## config.mk

```make
export PLATFORM = sky130hd
export DESIGN_NAME = iaef_irq_flags
export DESIGN_NICKNAME = d
export VERILOG_FILES = /design/src/include/iaef_pkg.sv /design/src/verilog/iaef_irq_flags.sv
export VERILOG_INCLUDE_DIRS = /design/src /design/src/include
export SDC_FILE = /design/constraint.sdc
export NUM_CORES = 1
export LEC_CHECK = 0
export BUFFER_PORTS_ARGS = -buffer_cell sky130_fd_sc_hd__buf_2
export CORE_MARGIN = 5
export CORE_UTILIZATION = 30
export DETAILED_ROUTE_END_ITERATION = 8
export PLACE_DENSITY = 0.53
export SLEW_MARGIN = 40
export SYNTH_ARGS = -nofsm -noshare
export SYNTH_HDL_FRONTEND = slang
export SYNTH_SLANG_ARGS = --single-unit
```

## constraint.sdc

```tcl
create_clock -name mclk -period 1.4 [get_ports mclk]
set_input_delay 0.14 -clock mclk [delete_from_list [all_inputs] [get_ports mclk]]
set_output_delay 0.14 -clock mclk [all_outputs]
set_load 0.01 [all_outputs]
```

## src/include/iaef_params.svh

```systemverilog
`ifndef IAEF_PARAMS_SVH
`define IAEF_PARAMS_SVH
`define IAEF_ADDR_COMM_EN 6'h02
`define IAEF_ADDR_AUX_EN 6'h03
`define IAEF_ADDR_COMM_FLAGS 6'h04
`define IAEF_ADDR_AUX_FLAGS 6'h05
`define IAEF_ADDR_ERROR 6'h06
`define IAEF_ADDR_STATUS 6'h07
`define IAEF_ADDR_COMMAND 6'h01
`define IAEF_ADDR_CONTROL 6'h0c
`define IAEF_RST_COMM_FLAGS 8'h14
`define IAEF_RST_AUX_FLAGS 8'h00
`define IAEF_RST_COMM_EN 8'h80
`define IAEF_RST_AUX_EN 8'h00
`define IAEF_RST_ERROR 8'h00
`define IAEF_RST_CONTROL 8'h00
`define IAEF_SEL_BIT 7
`define IAEF_AUX_MASK 8'h14
`define IAEF_ERR_MASK 8'hdf
`define IAEF_AUXEN_MASK 8'h94
`define IAEF_CMD_IDLE 4'h0
`define IAEF_CMD_CALC_CRC 4'h3
`define IAEF_CMD_TRANSMIT 4'h4
`define IAEF_CMD_RECEIVE 4'h8
`define IAEF_CMD_TRANSCEIVE 4'hc
`define IAEF_CMD_AUTHENT 4'he
`define IAEF_CMD_SOFT_RESET 4'hf
`define IAEF_CMD_MEM 4'h1
`define IAEF_CMD_RANDOM 4'h2
`define IAEF_CMD_NO_CHANGE 4'h7
`define IAEF_CTL_NEEDS_DATA 0
`define IAEF_CTL_CRC_EN 1
`define IAEF_CTL_RATE_106 2
`endif

```

## src/include/iaef_pkg.sv

```systemverilog
package iaef_pkg;
  // Events reported by the surrounding datapaths, one cycle each.
  typedef struct packed {
    logic tx_last_bit_sent;
    logic rx_valid_end;
    logic cmd_self_done;
    logic timer_zero;
    logic crc_all_done;
    logic rx_start;
    logic collision;
    logic crc_fail;
    logic parity_fail;
    logic sof_bad;
    logic auth_count_bad;
    logic fifo_full_write;
    logic host_fifo_write;
    logic rf_turnaround;
  } iaef_events_t;

  typedef struct packed {
    logic fifo_high_level_status;
    logic fifo_low_level_status;
    logic fifo_not_empty;
    logic overheat;
    logic aux_serial_input_pin;
  } iaef_levels_t;
endpackage : iaef_pkg

```

## src/verilog/iaef_irq_flags.sv

```systemverilog
// The address-and-strobe port is this design's own decision.
`timescale 1ns/1ps
`include "iaef_params.svh"
module iaef_irq_flags (
  input wire logic mclk,
  input wire logic rst,
  input wire logic [5:0] addr,
  input wire logic [7:0] wdata,
  input wire logic wr,
  input wire logic rd,
  output logic [7:0] rdata,
  input wire iaef_pkg::iaef_events_t ev,
  input wire iaef_pkg::iaef_levels_t lv,
  output logic [3:0] command_field,
  output logic antenna_off,
  output logic irq_out,
  output logic irq_oe_n
);
  // ******************************************************
  // Registers.
  // ******************************************************
  logic [7:0] comm_interrupt_flags;
  logic [7:0] aux_interrupt_flags;
  logic [7:0] error_flags;
  logic [7:0] comm_en;
  logic [7:0] aux_en;
  logic [7:0] control;
  logic aux_pin_q;
  logic irq_combined;
  logic cmd_known;
  logic cmd_start;
  logic [7:0] next_comm;
  logic [7:0] next_aux;
  logic [7:0] next_err;
  logic [7:0] comm_hw_set;
  logic [7:0] aux_hw_set;

  // Applies a masked set/clear write to a flag byte.
  function automatic logic [7:0] masked_write(input logic [7:0] cur,
                                              input logic [7:0] wv);
    if (wv[`IAEF_SEL_BIT]) begin
      masked_write = cur | {1'b0, wv[6:0]};
    end else begin
      masked_write = cur & ~{1'b0, wv[6:0]};
    end
  endfunction : masked_write

  function automatic logic is_known(input logic [3:0] c);
    is_known = (c == `IAEF_CMD_IDLE) || (c == `IAEF_CMD_MEM) ||
               (c == `IAEF_CMD_RANDOM) || (c == `IAEF_CMD_CALC_CRC) ||
               (c == `IAEF_CMD_TRANSMIT) || (c == `IAEF_CMD_NO_CHANGE) ||
               (c == `IAEF_CMD_RECEIVE) || (c == `IAEF_CMD_TRANSCEIVE) ||
               (c == `IAEF_CMD_AUTHENT) || (c == `IAEF_CMD_SOFT_RESET);
  endfunction : is_known

  assign cmd_start = wr && (addr == `IAEF_ADDR_COMMAND);
  assign cmd_known = is_known(wdata[3:0]);

  // ******************************************************
  // Command field.
  // ******************************************************
  always_ff @(posedge mclk) begin
    if (rst) begin
      command_field <= `IAEF_CMD_IDLE;
    end else if (cmd_start) begin
      command_field <= cmd_known ? wdata[3:0] : `IAEF_CMD_IDLE;
    end else if (ev.cmd_self_done) begin
      command_field <= `IAEF_CMD_IDLE;
    end
  end

  // ******************************************************
  // Error register.
  // ******************************************************
  always_comb begin
    next_err = error_flags;
    if (cmd_start) begin
      next_err = error_flags & 8'h40;
    end
    if (ev.rx_start) begin
      next_err[3:0] = 4'h0;
    end
    if (ev.host_fifo_write &&
        (command_field == `IAEF_CMD_AUTHENT || ev.rf_turnaround)) begin
      next_err[7] = 1'b1;
    end
    if (lv.overheat) begin
      next_err[6] = 1'b1;
    end
    if (ev.fifo_full_write) begin
      next_err[4] = 1'b1;
    end
    if (ev.collision && control[`IAEF_CTL_RATE_106]) begin
      next_err[3] = 1'b1;
    end
    if (ev.crc_fail && control[`IAEF_CTL_CRC_EN]) begin
      next_err[2] = 1'b1;
    end
    if (ev.parity_fail && control[`IAEF_CTL_RATE_106]) begin
      next_err[1] = 1'b1;
    end
    if ((ev.sof_bad && control[`IAEF_CTL_RATE_106]) ||
        (ev.auth_count_bad && command_field == `IAEF_CMD_AUTHENT)) begin
      next_err[0] = 1'b1;
    end
    if (!control[`IAEF_CTL_RATE_106]) begin
      next_err[3] = 1'b0;
    end
  end

  always_ff @(posedge mclk) begin
    if (rst) begin
      error_flags <= `IAEF_RST_ERROR;
    end else begin
      error_flags <= next_err & `IAEF_ERR_MASK;
    end
  end

  assign antenna_off = error_flags[6];

  // ******************************************************
  // Request flags; hardware sets win over a host clear.
  // ******************************************************
  always_comb begin
    comm_hw_set = 8'h00;
    comm_hw_set[6] = ev.tx_last_bit_sent;
    comm_hw_set[5] = ev.rx_valid_end &&
      (!control[`IAEF_CTL_NEEDS_DATA] || lv.fifo_not_empty);
    comm_hw_set[4] = (ev.cmd_self_done && !cmd_start &&
                      command_field != `IAEF_CMD_IDLE) ||
                     (cmd_start && !cmd_known);
    comm_hw_set[3] = lv.fifo_high_level_status;
    comm_hw_set[2] = lv.fifo_low_level_status;
    comm_hw_set[1] = |error_flags;
    comm_hw_set[0] = ev.timer_zero;
    aux_hw_set = 8'h00;
    aux_hw_set[4] = lv.aux_serial_input_pin ^ aux_pin_q;
    aux_hw_set[2] = ev.crc_all_done &&
                    command_field == `IAEF_CMD_CALC_CRC;
    next_comm = comm_interrupt_flags;
    next_aux = aux_interrupt_flags;
    if (wr && addr == `IAEF_ADDR_COMM_FLAGS) begin
      next_comm = masked_write(comm_interrupt_flags, wdata);
    end
    if (wr && addr == `IAEF_ADDR_AUX_FLAGS) begin
      next_aux = masked_write(aux_interrupt_flags, wdata);
    end
    next_comm = (next_comm | comm_hw_set) & 8'h7f;
    next_aux = (next_aux | aux_hw_set) & `IAEF_AUX_MASK;
  end

  always_ff @(posedge mclk) begin
    if (rst) begin
      comm_interrupt_flags <= `IAEF_RST_COMM_FLAGS;
      aux_interrupt_flags <= `IAEF_RST_AUX_FLAGS;
    end else begin
      comm_interrupt_flags <= next_comm;
      aux_interrupt_flags <= next_aux;
    end
  end

  // The edge reference follows the pin through reset, so a pin that idles
  // high does not look like an edge once reset is released.
  always_ff @(posedge mclk) begin
    aux_pin_q <= lv.aux_serial_input_pin;
  end

  // ******************************************************
  // Enables and control.
  // ******************************************************
  always_ff @(posedge mclk) begin
    if (rst) begin
      comm_en <= `IAEF_RST_COMM_EN;
      aux_en <= `IAEF_RST_AUX_EN;
      control <= `IAEF_RST_CONTROL;
    end else if (wr) begin
      if (addr == `IAEF_ADDR_COMM_EN) begin
        comm_en <= wdata;
      end
      if (addr == `IAEF_ADDR_AUX_EN) begin
        aux_en <= wdata & `IAEF_AUXEN_MASK;
      end
      if (addr == `IAEF_ADDR_CONTROL) begin
        control <= wdata & 8'h07;
      end
    end
  end

  // ******************************************************
  // Interrupt pin.
  // ******************************************************
  assign irq_combined = |(comm_interrupt_flags[6:0] & comm_en[6:0]) ||
                        |(aux_interrupt_flags[4:0] & aux_en[4:0]);
  // Bit 7 of comm_en inverts, bit 7 of aux_en selects push-pull.
  assign irq_out = irq_combined ^ comm_en[7];
  assign irq_oe_n = aux_en[7] ? 1'b0 : irq_out;

  // ******************************************************
  // Read port.
  // ******************************************************
  always_ff @(posedge mclk) begin
    if (rst) begin
      rdata <= 8'h00;
    end else if (rd) begin
      unique case (addr)
        `IAEF_ADDR_COMMAND: rdata <= {4'h0, command_field};
        `IAEF_ADDR_COMM_EN: rdata <= comm_en;
        `IAEF_ADDR_AUX_EN: rdata <= aux_en;
        `IAEF_ADDR_COMM_FLAGS: rdata <= comm_interrupt_flags;
        `IAEF_ADDR_AUX_FLAGS: rdata <= aux_interrupt_flags;
        `IAEF_ADDR_ERROR: rdata <= error_flags;
        `IAEF_ADDR_STATUS: rdata <= {3'h0, irq_combined, 2'h0,
                                      lv.fifo_high_level_status,
                                      lv.fifo_low_level_status};
        `IAEF_ADDR_CONTROL: rdata <= control;
        default: rdata <= 8'h00;
      endcase
    end else begin
      rdata <= 8'h00;
    end
  end

  // ******************************************************
  // Checks.
  // ******************************************************
  property p_set_write;
    @(posedge mclk) disable iff (rst)
      wr && addr == `IAEF_ADDR_COMM_FLAGS && wdata[7] |=>
        (~comm_interrupt_flags & $past(wdata) & 8'h7f) == 8'h00;
  endproperty
  a_set_write: assert property (p_set_write)
    else $error("masked set write did not set flags");

  property p_aux_res;
    @(posedge mclk) disable iff (rst)
      (aux_interrupt_flags & 8'heb) == 8'h00;
  endproperty
  a_aux_res: assert property (p_aux_res)
    else $error("reserved aux bits not zero");

  property p_tx;
    @(posedge mclk) disable iff (rst)
      ev.tx_last_bit_sent |=> comm_interrupt_flags[6];
  endproperty
  a_tx: assert property (p_tx)
    else $error("transmit done flag not set");

  property p_err_flag;
    @(posedge mclk) disable iff (rst)
      |error_flags |=> comm_interrupt_flags[1];
  endproperty
  a_err_flag: assert property (p_err_flag)
    else $error("error flag not raised");

  property p_edge;
    @(posedge mclk) disable iff (rst)
      $changed(lv.aux_serial_input_pin) |=> aux_interrupt_flags[4];
  endproperty
  a_edge: assert property (p_edge)
    else $error("aux edge flag not raised");

  property p_temp;
    @(posedge mclk) disable iff (rst)
      lv.overheat |=> error_flags[6] && antenna_off;
  endproperty
  a_temp: assert property (p_temp)
    else $error("overtemperature not flagged");

  property p_cmd_clear;
    @(posedge mclk) disable iff (rst)
      cmd_start && !lv.overheat && !ev.fifo_full_write && !ev.host_fifo_write
      && !ev.collision && !ev.crc_fail && !ev.parity_fail && !ev.sof_bad
      && !ev.auth_count_bad |=> (error_flags & 8'hbf) == 8'h00;
  endproperty
  a_cmd_clear: assert property (p_cmd_clear)
    else $error("command start did not clear errors");

  property p_irq;
    @(posedge mclk) disable iff (rst)
      irq_out == ((|(comm_interrupt_flags[6:0] & comm_en[6:0]) ||
                   |(aux_interrupt_flags[4:0] & aux_en[4:0])) ^ comm_en[7]);
  endproperty
  a_irq: assert property (p_irq)
    else $error("interrupt pin wrong");

  property p_pp;
    @(posedge mclk) disable iff (rst)
      aux_en[7] |-> !irq_oe_n;
  endproperty
  a_pp: assert property (p_pp)
    else $error("push-pull pin not driven");

  property p_clear_write;
    @(posedge mclk) disable iff (rst)
      wr && addr == `IAEF_ADDR_COMM_FLAGS && !wdata[7] && comm_hw_set == 8'h00
      |=> (comm_interrupt_flags & $past(wdata) & 8'h7f) == 8'h00;
  endproperty
  a_clear_write: assert property (p_clear_write)
    else $error("masked clear write did not clear flags");

  property p_aux_set;
    @(posedge mclk) disable iff (rst)
      wr && addr == `IAEF_ADDR_AUX_FLAGS && wdata[7] |=>
        (~aux_interrupt_flags & $past(wdata) & `IAEF_AUX_MASK) == 8'h00;
  endproperty
  a_aux_set: assert property (p_aux_set)
    else $error("aux set write did not set flags");

  property p_no_drop;
    @(posedge mclk) disable iff (rst)
      !(wr && addr == `IAEF_ADDR_COMM_FLAGS) |=>
        (~comm_interrupt_flags & $past(comm_interrupt_flags)) == 8'h00;
  endproperty
  a_no_drop: assert property (p_no_drop)
    else $error("request flag dropped without a host clear");

  property p_rx;
    @(posedge mclk) disable iff (rst)
      ev.rx_valid_end && (!control[`IAEF_CTL_NEEDS_DATA] || lv.fifo_not_empty)
      |=> comm_interrupt_flags[5];
  endproperty
  a_rx: assert property (p_rx)
    else $error("receive done flag not set");

  property p_rx_empty;
    @(posedge mclk) disable iff (rst)
      ev.rx_valid_end && control[`IAEF_CTL_NEEDS_DATA] && !wr &&
      !lv.fifo_not_empty && !comm_interrupt_flags[5]
      |=> !comm_interrupt_flags[5];
  endproperty
  a_rx_empty: assert property (p_rx_empty)
    else $error("receive done flag set with an empty buffer");

  property p_unknown;
    @(posedge mclk) disable iff (rst)
      cmd_start && !cmd_known |=> command_field == `IAEF_CMD_IDLE &&
        comm_interrupt_flags[4];
  endproperty
  a_unknown: assert property (p_unknown)
    else $error("unknown command did not return to idle");

  property p_host_idle;
    @(posedge mclk) disable iff (rst)
      cmd_start && wdata[3:0] == `IAEF_CMD_IDLE && !comm_interrupt_flags[4]
      |=> !comm_interrupt_flags[4];
  endproperty
  a_host_idle: assert property (p_host_idle)
    else $error("host idle command raised the idle flag");

  property p_hi;
    @(posedge mclk) disable iff (rst)
      lv.fifo_high_level_status |=> comm_interrupt_flags[3];
  endproperty
  a_hi: assert property (p_hi)
    else $error("high level flag not latched");

  property p_lo;
    @(posedge mclk) disable iff (rst)
      lv.fifo_low_level_status |=> comm_interrupt_flags[2];
  endproperty
  a_lo: assert property (p_lo)
    else $error("low level flag not latched");

  property p_crc_done;
    @(posedge mclk) disable iff (rst)
      ev.crc_all_done && command_field == `IAEF_CMD_CALC_CRC
      |=> aux_interrupt_flags[2];
  endproperty
  a_crc_done: assert property (p_crc_done)
    else $error("checksum done flag not set");

  property p_wr_err;
    @(posedge mclk) disable iff (rst)
      ev.host_fifo_write && (command_field == `IAEF_CMD_AUTHENT ||
        ev.rf_turnaround) |=> error_flags[7];
  endproperty
  a_wr_err: assert property (p_wr_err)
    else $error("host write error not set");

  property p_rx_start;
    @(posedge mclk) disable iff (rst)
      ev.rx_start && !ev.collision && !ev.crc_fail && !ev.parity_fail &&
      !ev.sof_bad && !ev.auth_count_bad |=> error_flags[3:0] == 4'h0;
  endproperty
  a_rx_start: assert property (p_rx_start)
    else $error("receiver start did not clear errors");

  property p_od;
    @(posedge mclk) disable iff (rst)
      !aux_en[7] |-> irq_oe_n == irq_out;
  endproperty
  a_od: assert property (p_od)
    else $error("open drain pin driven while high");
endmodule : iaef_irq_flags

```

==> key figures <==
Synth
  – Post-synth net total: 260
  – Post-synthesis sequential area ratio: 42.4%
  – Most instantiated cells after synthesis: dfxtp_1 (43), nor2_1 (31), mux2i_1 (19)
  – Ranking of synthesized cells by area: dfxtp_1 (42%), mux2i_1 (9.4%), nor2_1 (5.7%), a22oi_1 (4.4%), nand4_1 (3.1%)
  – Cell Area, Synth: 0.00203 sq mm
  – Synth Area per Inst: 9.10 sq um
  – Post-synthesis instance total: approximately 220
  – Share of flip-flops with an asynchronous set or reset: 0%
  – Area leader, netlist: dfxtp_1
  – Predominant post-synthesis flop cell: dfxtp_1
  – Synth cell types: 47
  – Ys Warns: 0
  – Share of the synthesized area in the top cell type: between 40% and 50%
  – Count leader, synth: dfxtp_1
  – FF+latch count, synth: between 40 and 50
  – Post-synth EDFFs: 0

GRT
  – Remaining Overflow, GRT: 0
  – Antenna violations before repair: 0
  – Most used routing layer: met2
  – Largest net degree at the start of global routing: 35
  – Vias in the first global route: 2118
  – Met3 Usage GRT: 3.28%
  – Global-route usage over all layers: 16.7%
  – Met1 GRT Util: 22.6%
  – GR Layer Usage met2: between 20% and 30%
  – First-pass GRT wire length: 11100 um

Timing
  – Final Skew: 0.00627 ns
  – Setup-failing EPs final: 2
  – Final Slew Violations: 0
  – Final hold viol count: 0
  – Crit share post-route: 125%
  – Post-route setup slack: -0.349 ns
  – RSZ-0062 raised after global routing: true
  – Fmax: 0.572 GHz
  – Setup TNS: -0.653 ns
  – Post-layout min period: between 1.5 and 2 ns
  – Slew HR: 74.2%
  – Slew @ Worst Pin: 0.384 ns
  – Final hold slack: 0.0400 ns

Floorplan
  – Core box area: 0.00668 sq mm
  – Starting Density: between 30% and 40%
  – Die W: ~90 um
  – Die area: 0.00851 sq mm
  – IO Pins: 52
  – Num rows: 30
  – Die H: 92.3 um

Min path
  – Hold Path Class: in2reg
  – Worst hold endpoint: comm_interrupt_flags[2]$_SDFF_PP1_
  – Hold Path Stages: 3
  – Hold_sp: lv[3]

Run status
  – Failing checks: setup timing
  – Status: finished with violations

Worst setup path
  – Crit-path max cell delay: 0.33 ns
  – Critical Path RT: roughly 1.3 ns
  – Buf/Inv on CP: 1
  – Crit Path Category: reg2out
  – Critical path capture point type: output pin
  – Worst path arrival time: between 1.5 and 2 ns
  – Crit path launch type: flip-flop
  – CP Cell Sequence: a222oi_1, nand3_1, o21a_1, nor3_1, buf_2
  – Reg-to-Reg End: rdata[4]$_SDFF_PP0_
  – Slowest cell on crit path: a222oi_1
  – Reg2reg setup slack: ~0.020 ns
  – Cell family with most CP delay: compound AO/OA/AOI/OAI gates
  – Worst R2R Start: comm_interrupt_flags[6]$_SDFF_PP0_
  – Worst r2r path cells: 5
  – Worst-path maximum fanout: 3

Clock network
  – CTS H-tree lvls: 2
  – CTS Sinks: 43
  – Clk root buf: clkbuf_8
  – TritonCTS clock tree: done
  – Worst-Skew Late Latency: 0.30 ns
  – CTS Buf Count: 5
  – Clock-pin transition on the worst setup and hold timing paths: ~0.070 ns
  – Clock Path Buffers: 2

Route
  – DRT Pass-1 Iters: 5
  – Final wirelength: around 6800 um
  – Vias/cell: 5.40
  – Final ANT Viol Nets: 0
  – Initial DRC count: 129
  – Routed WL per cell: 17.4 um
  – Vias: 2102
  – DRC Markers: 0

Finish
  – Fin area: 0.00276 sq mm
  – Share of the core filled with cells: 41.2%
  – Share of cells above drive strength 1: 35.9%
  – Nets: roughly 350
  – Reg area: 863 sq um
  – # diodes: 0
  – Layout area overhead: 35.8%
  – Layout fillers: 728
  – Area of the multi-input gates: 0.00110 sq mm

Placement
  – Detail Placement HPWL: 5090 um
  – Routability cong.: 0.855
  – DP Area: 0.00263 sq mm
  – Port Buffer Count: 51

Power
  – PD cells: 908 mW/mm^2
  – LEAKAGE: 1.21 nW
  – Peak VDD IR: 464 uV

Job
  – Maxcap violations: 0
[stage by stage]
| stage | setup slack [ns] | instances | power, mW |
|---|---|---|---|
| 2_1_floorplan | 0.0139 | 223 | 1.41 |
| 3_3_place_gp | -0.317 | 380 | 1.58 |
| 3_5_place_dp | -0.281 | 380 | 1.58 |
| 4_1_cts | -0.361 | 389 | 2.52 |
| 5_1_grt | -0.513 | 389 | 2.64 |
| 6_report | -0.349 | 389 | 2.50 |
[where the power goes]
part | switching [mW] | internal [mW]
clock network | 0.420 | 0.523
registers | 0.0200 | 1.25
logic | 0.158 | 0.134
total | 0.598 | 1.90
[placed cells by master, fill, tap and decap left out, types with 2 or more instances in the layout]
cell,instances
a211oi_1,3
a21oi_1,12
a222oi_1,4
a22oi_1,12
a2bb2oi_1,2
a31oi_1,7
a32oi_1,4
and2_1,2
and3_1,4
buf_2,51
buf_4,42
clkbuf_8,5
dfxtp_1,41
dfxtp_2,2
mux2i_1,19
nand2_1,8
nand3_1,7
nand4_1,10
nor2_1,31
nor2b_1,2
nor3_1,8
nor3_2,3
nor4_1,2
o21ai_0,3
[layout make-up]
| type | instances | share of cell area [%] |
|---|---|---|
| clock buffer | 6 | 2.63 |
| clock inverter | 1 | 1.09 |
| inverter | 1 | 0.136 |
| multi-input combinational | 164 | 40.1 |
| sequential | 43 | 31.3 |
| tap | 80 | 3.63 |
| timing repair buffer | 94 | 21.1 |
[worst max-delay path by stage]
stage,startpoint,to,cells after the start
after floorplan,comm_interrupt_flags[6]$_SDFF_PP0_,irq_oe_n,4
after detailed placement,addr[4],rdata[3]$_SDFF_PP0_,6
after global placement,addr[4],rdata[3]$_SDFF_PP0_,6
after global routing,comm_interrupt_flags[6]$_SDFF_PP0_,irq_out,5
after CTS,comm_en[6]$_SDFFE_PP0P_,irq_oe_n,5
final,comm_interrupt_flags[6]$_SDFF_PP0_,irq_oe_n,5
[state kept, by name, indices dropped and copies added, names as in the netlist]
register	flops
comm_interrupt_flags	7
error_flags	7
comm_en	8
aux_en	3
aux_interrupt_flags	2
rdata	8
control	3
command_field	4
aux_pin_q	1
[tightest hold or removal path: stages]
cell     delay [ns]
buf_2          0.08
nor2_1         0.04
nand2_1        0.04
[repair_timing]
item,CTS,global route
endpoints found under the setup margin,2,3
hold buffers,1,0
setup buffers,1,2
hold endpoints to repair,1,0
gates resized for setup,2,1
pin swaps,6,5
[routing by layer]
layer  up-vias  share of wire [%]  routed length, um
li1       1023                  -                  -
met1      1006                 46               3120
met2        67                 47               3200
met3         6                5.8                391
met4         0                1.0                 69
met5         -                  0                  0
[cells by family after synthesis]
logic type      after synthesis  synth area share [%]
xor+xnor                      1                 0.432
flops                        43                  42.4
simple gates                 88                  24.5
mux                          20                  9.93
buf+inv                      16                  3.45
compound gates               55                  19.3
No activity file was read; power rests on OpenSTA's default activity.
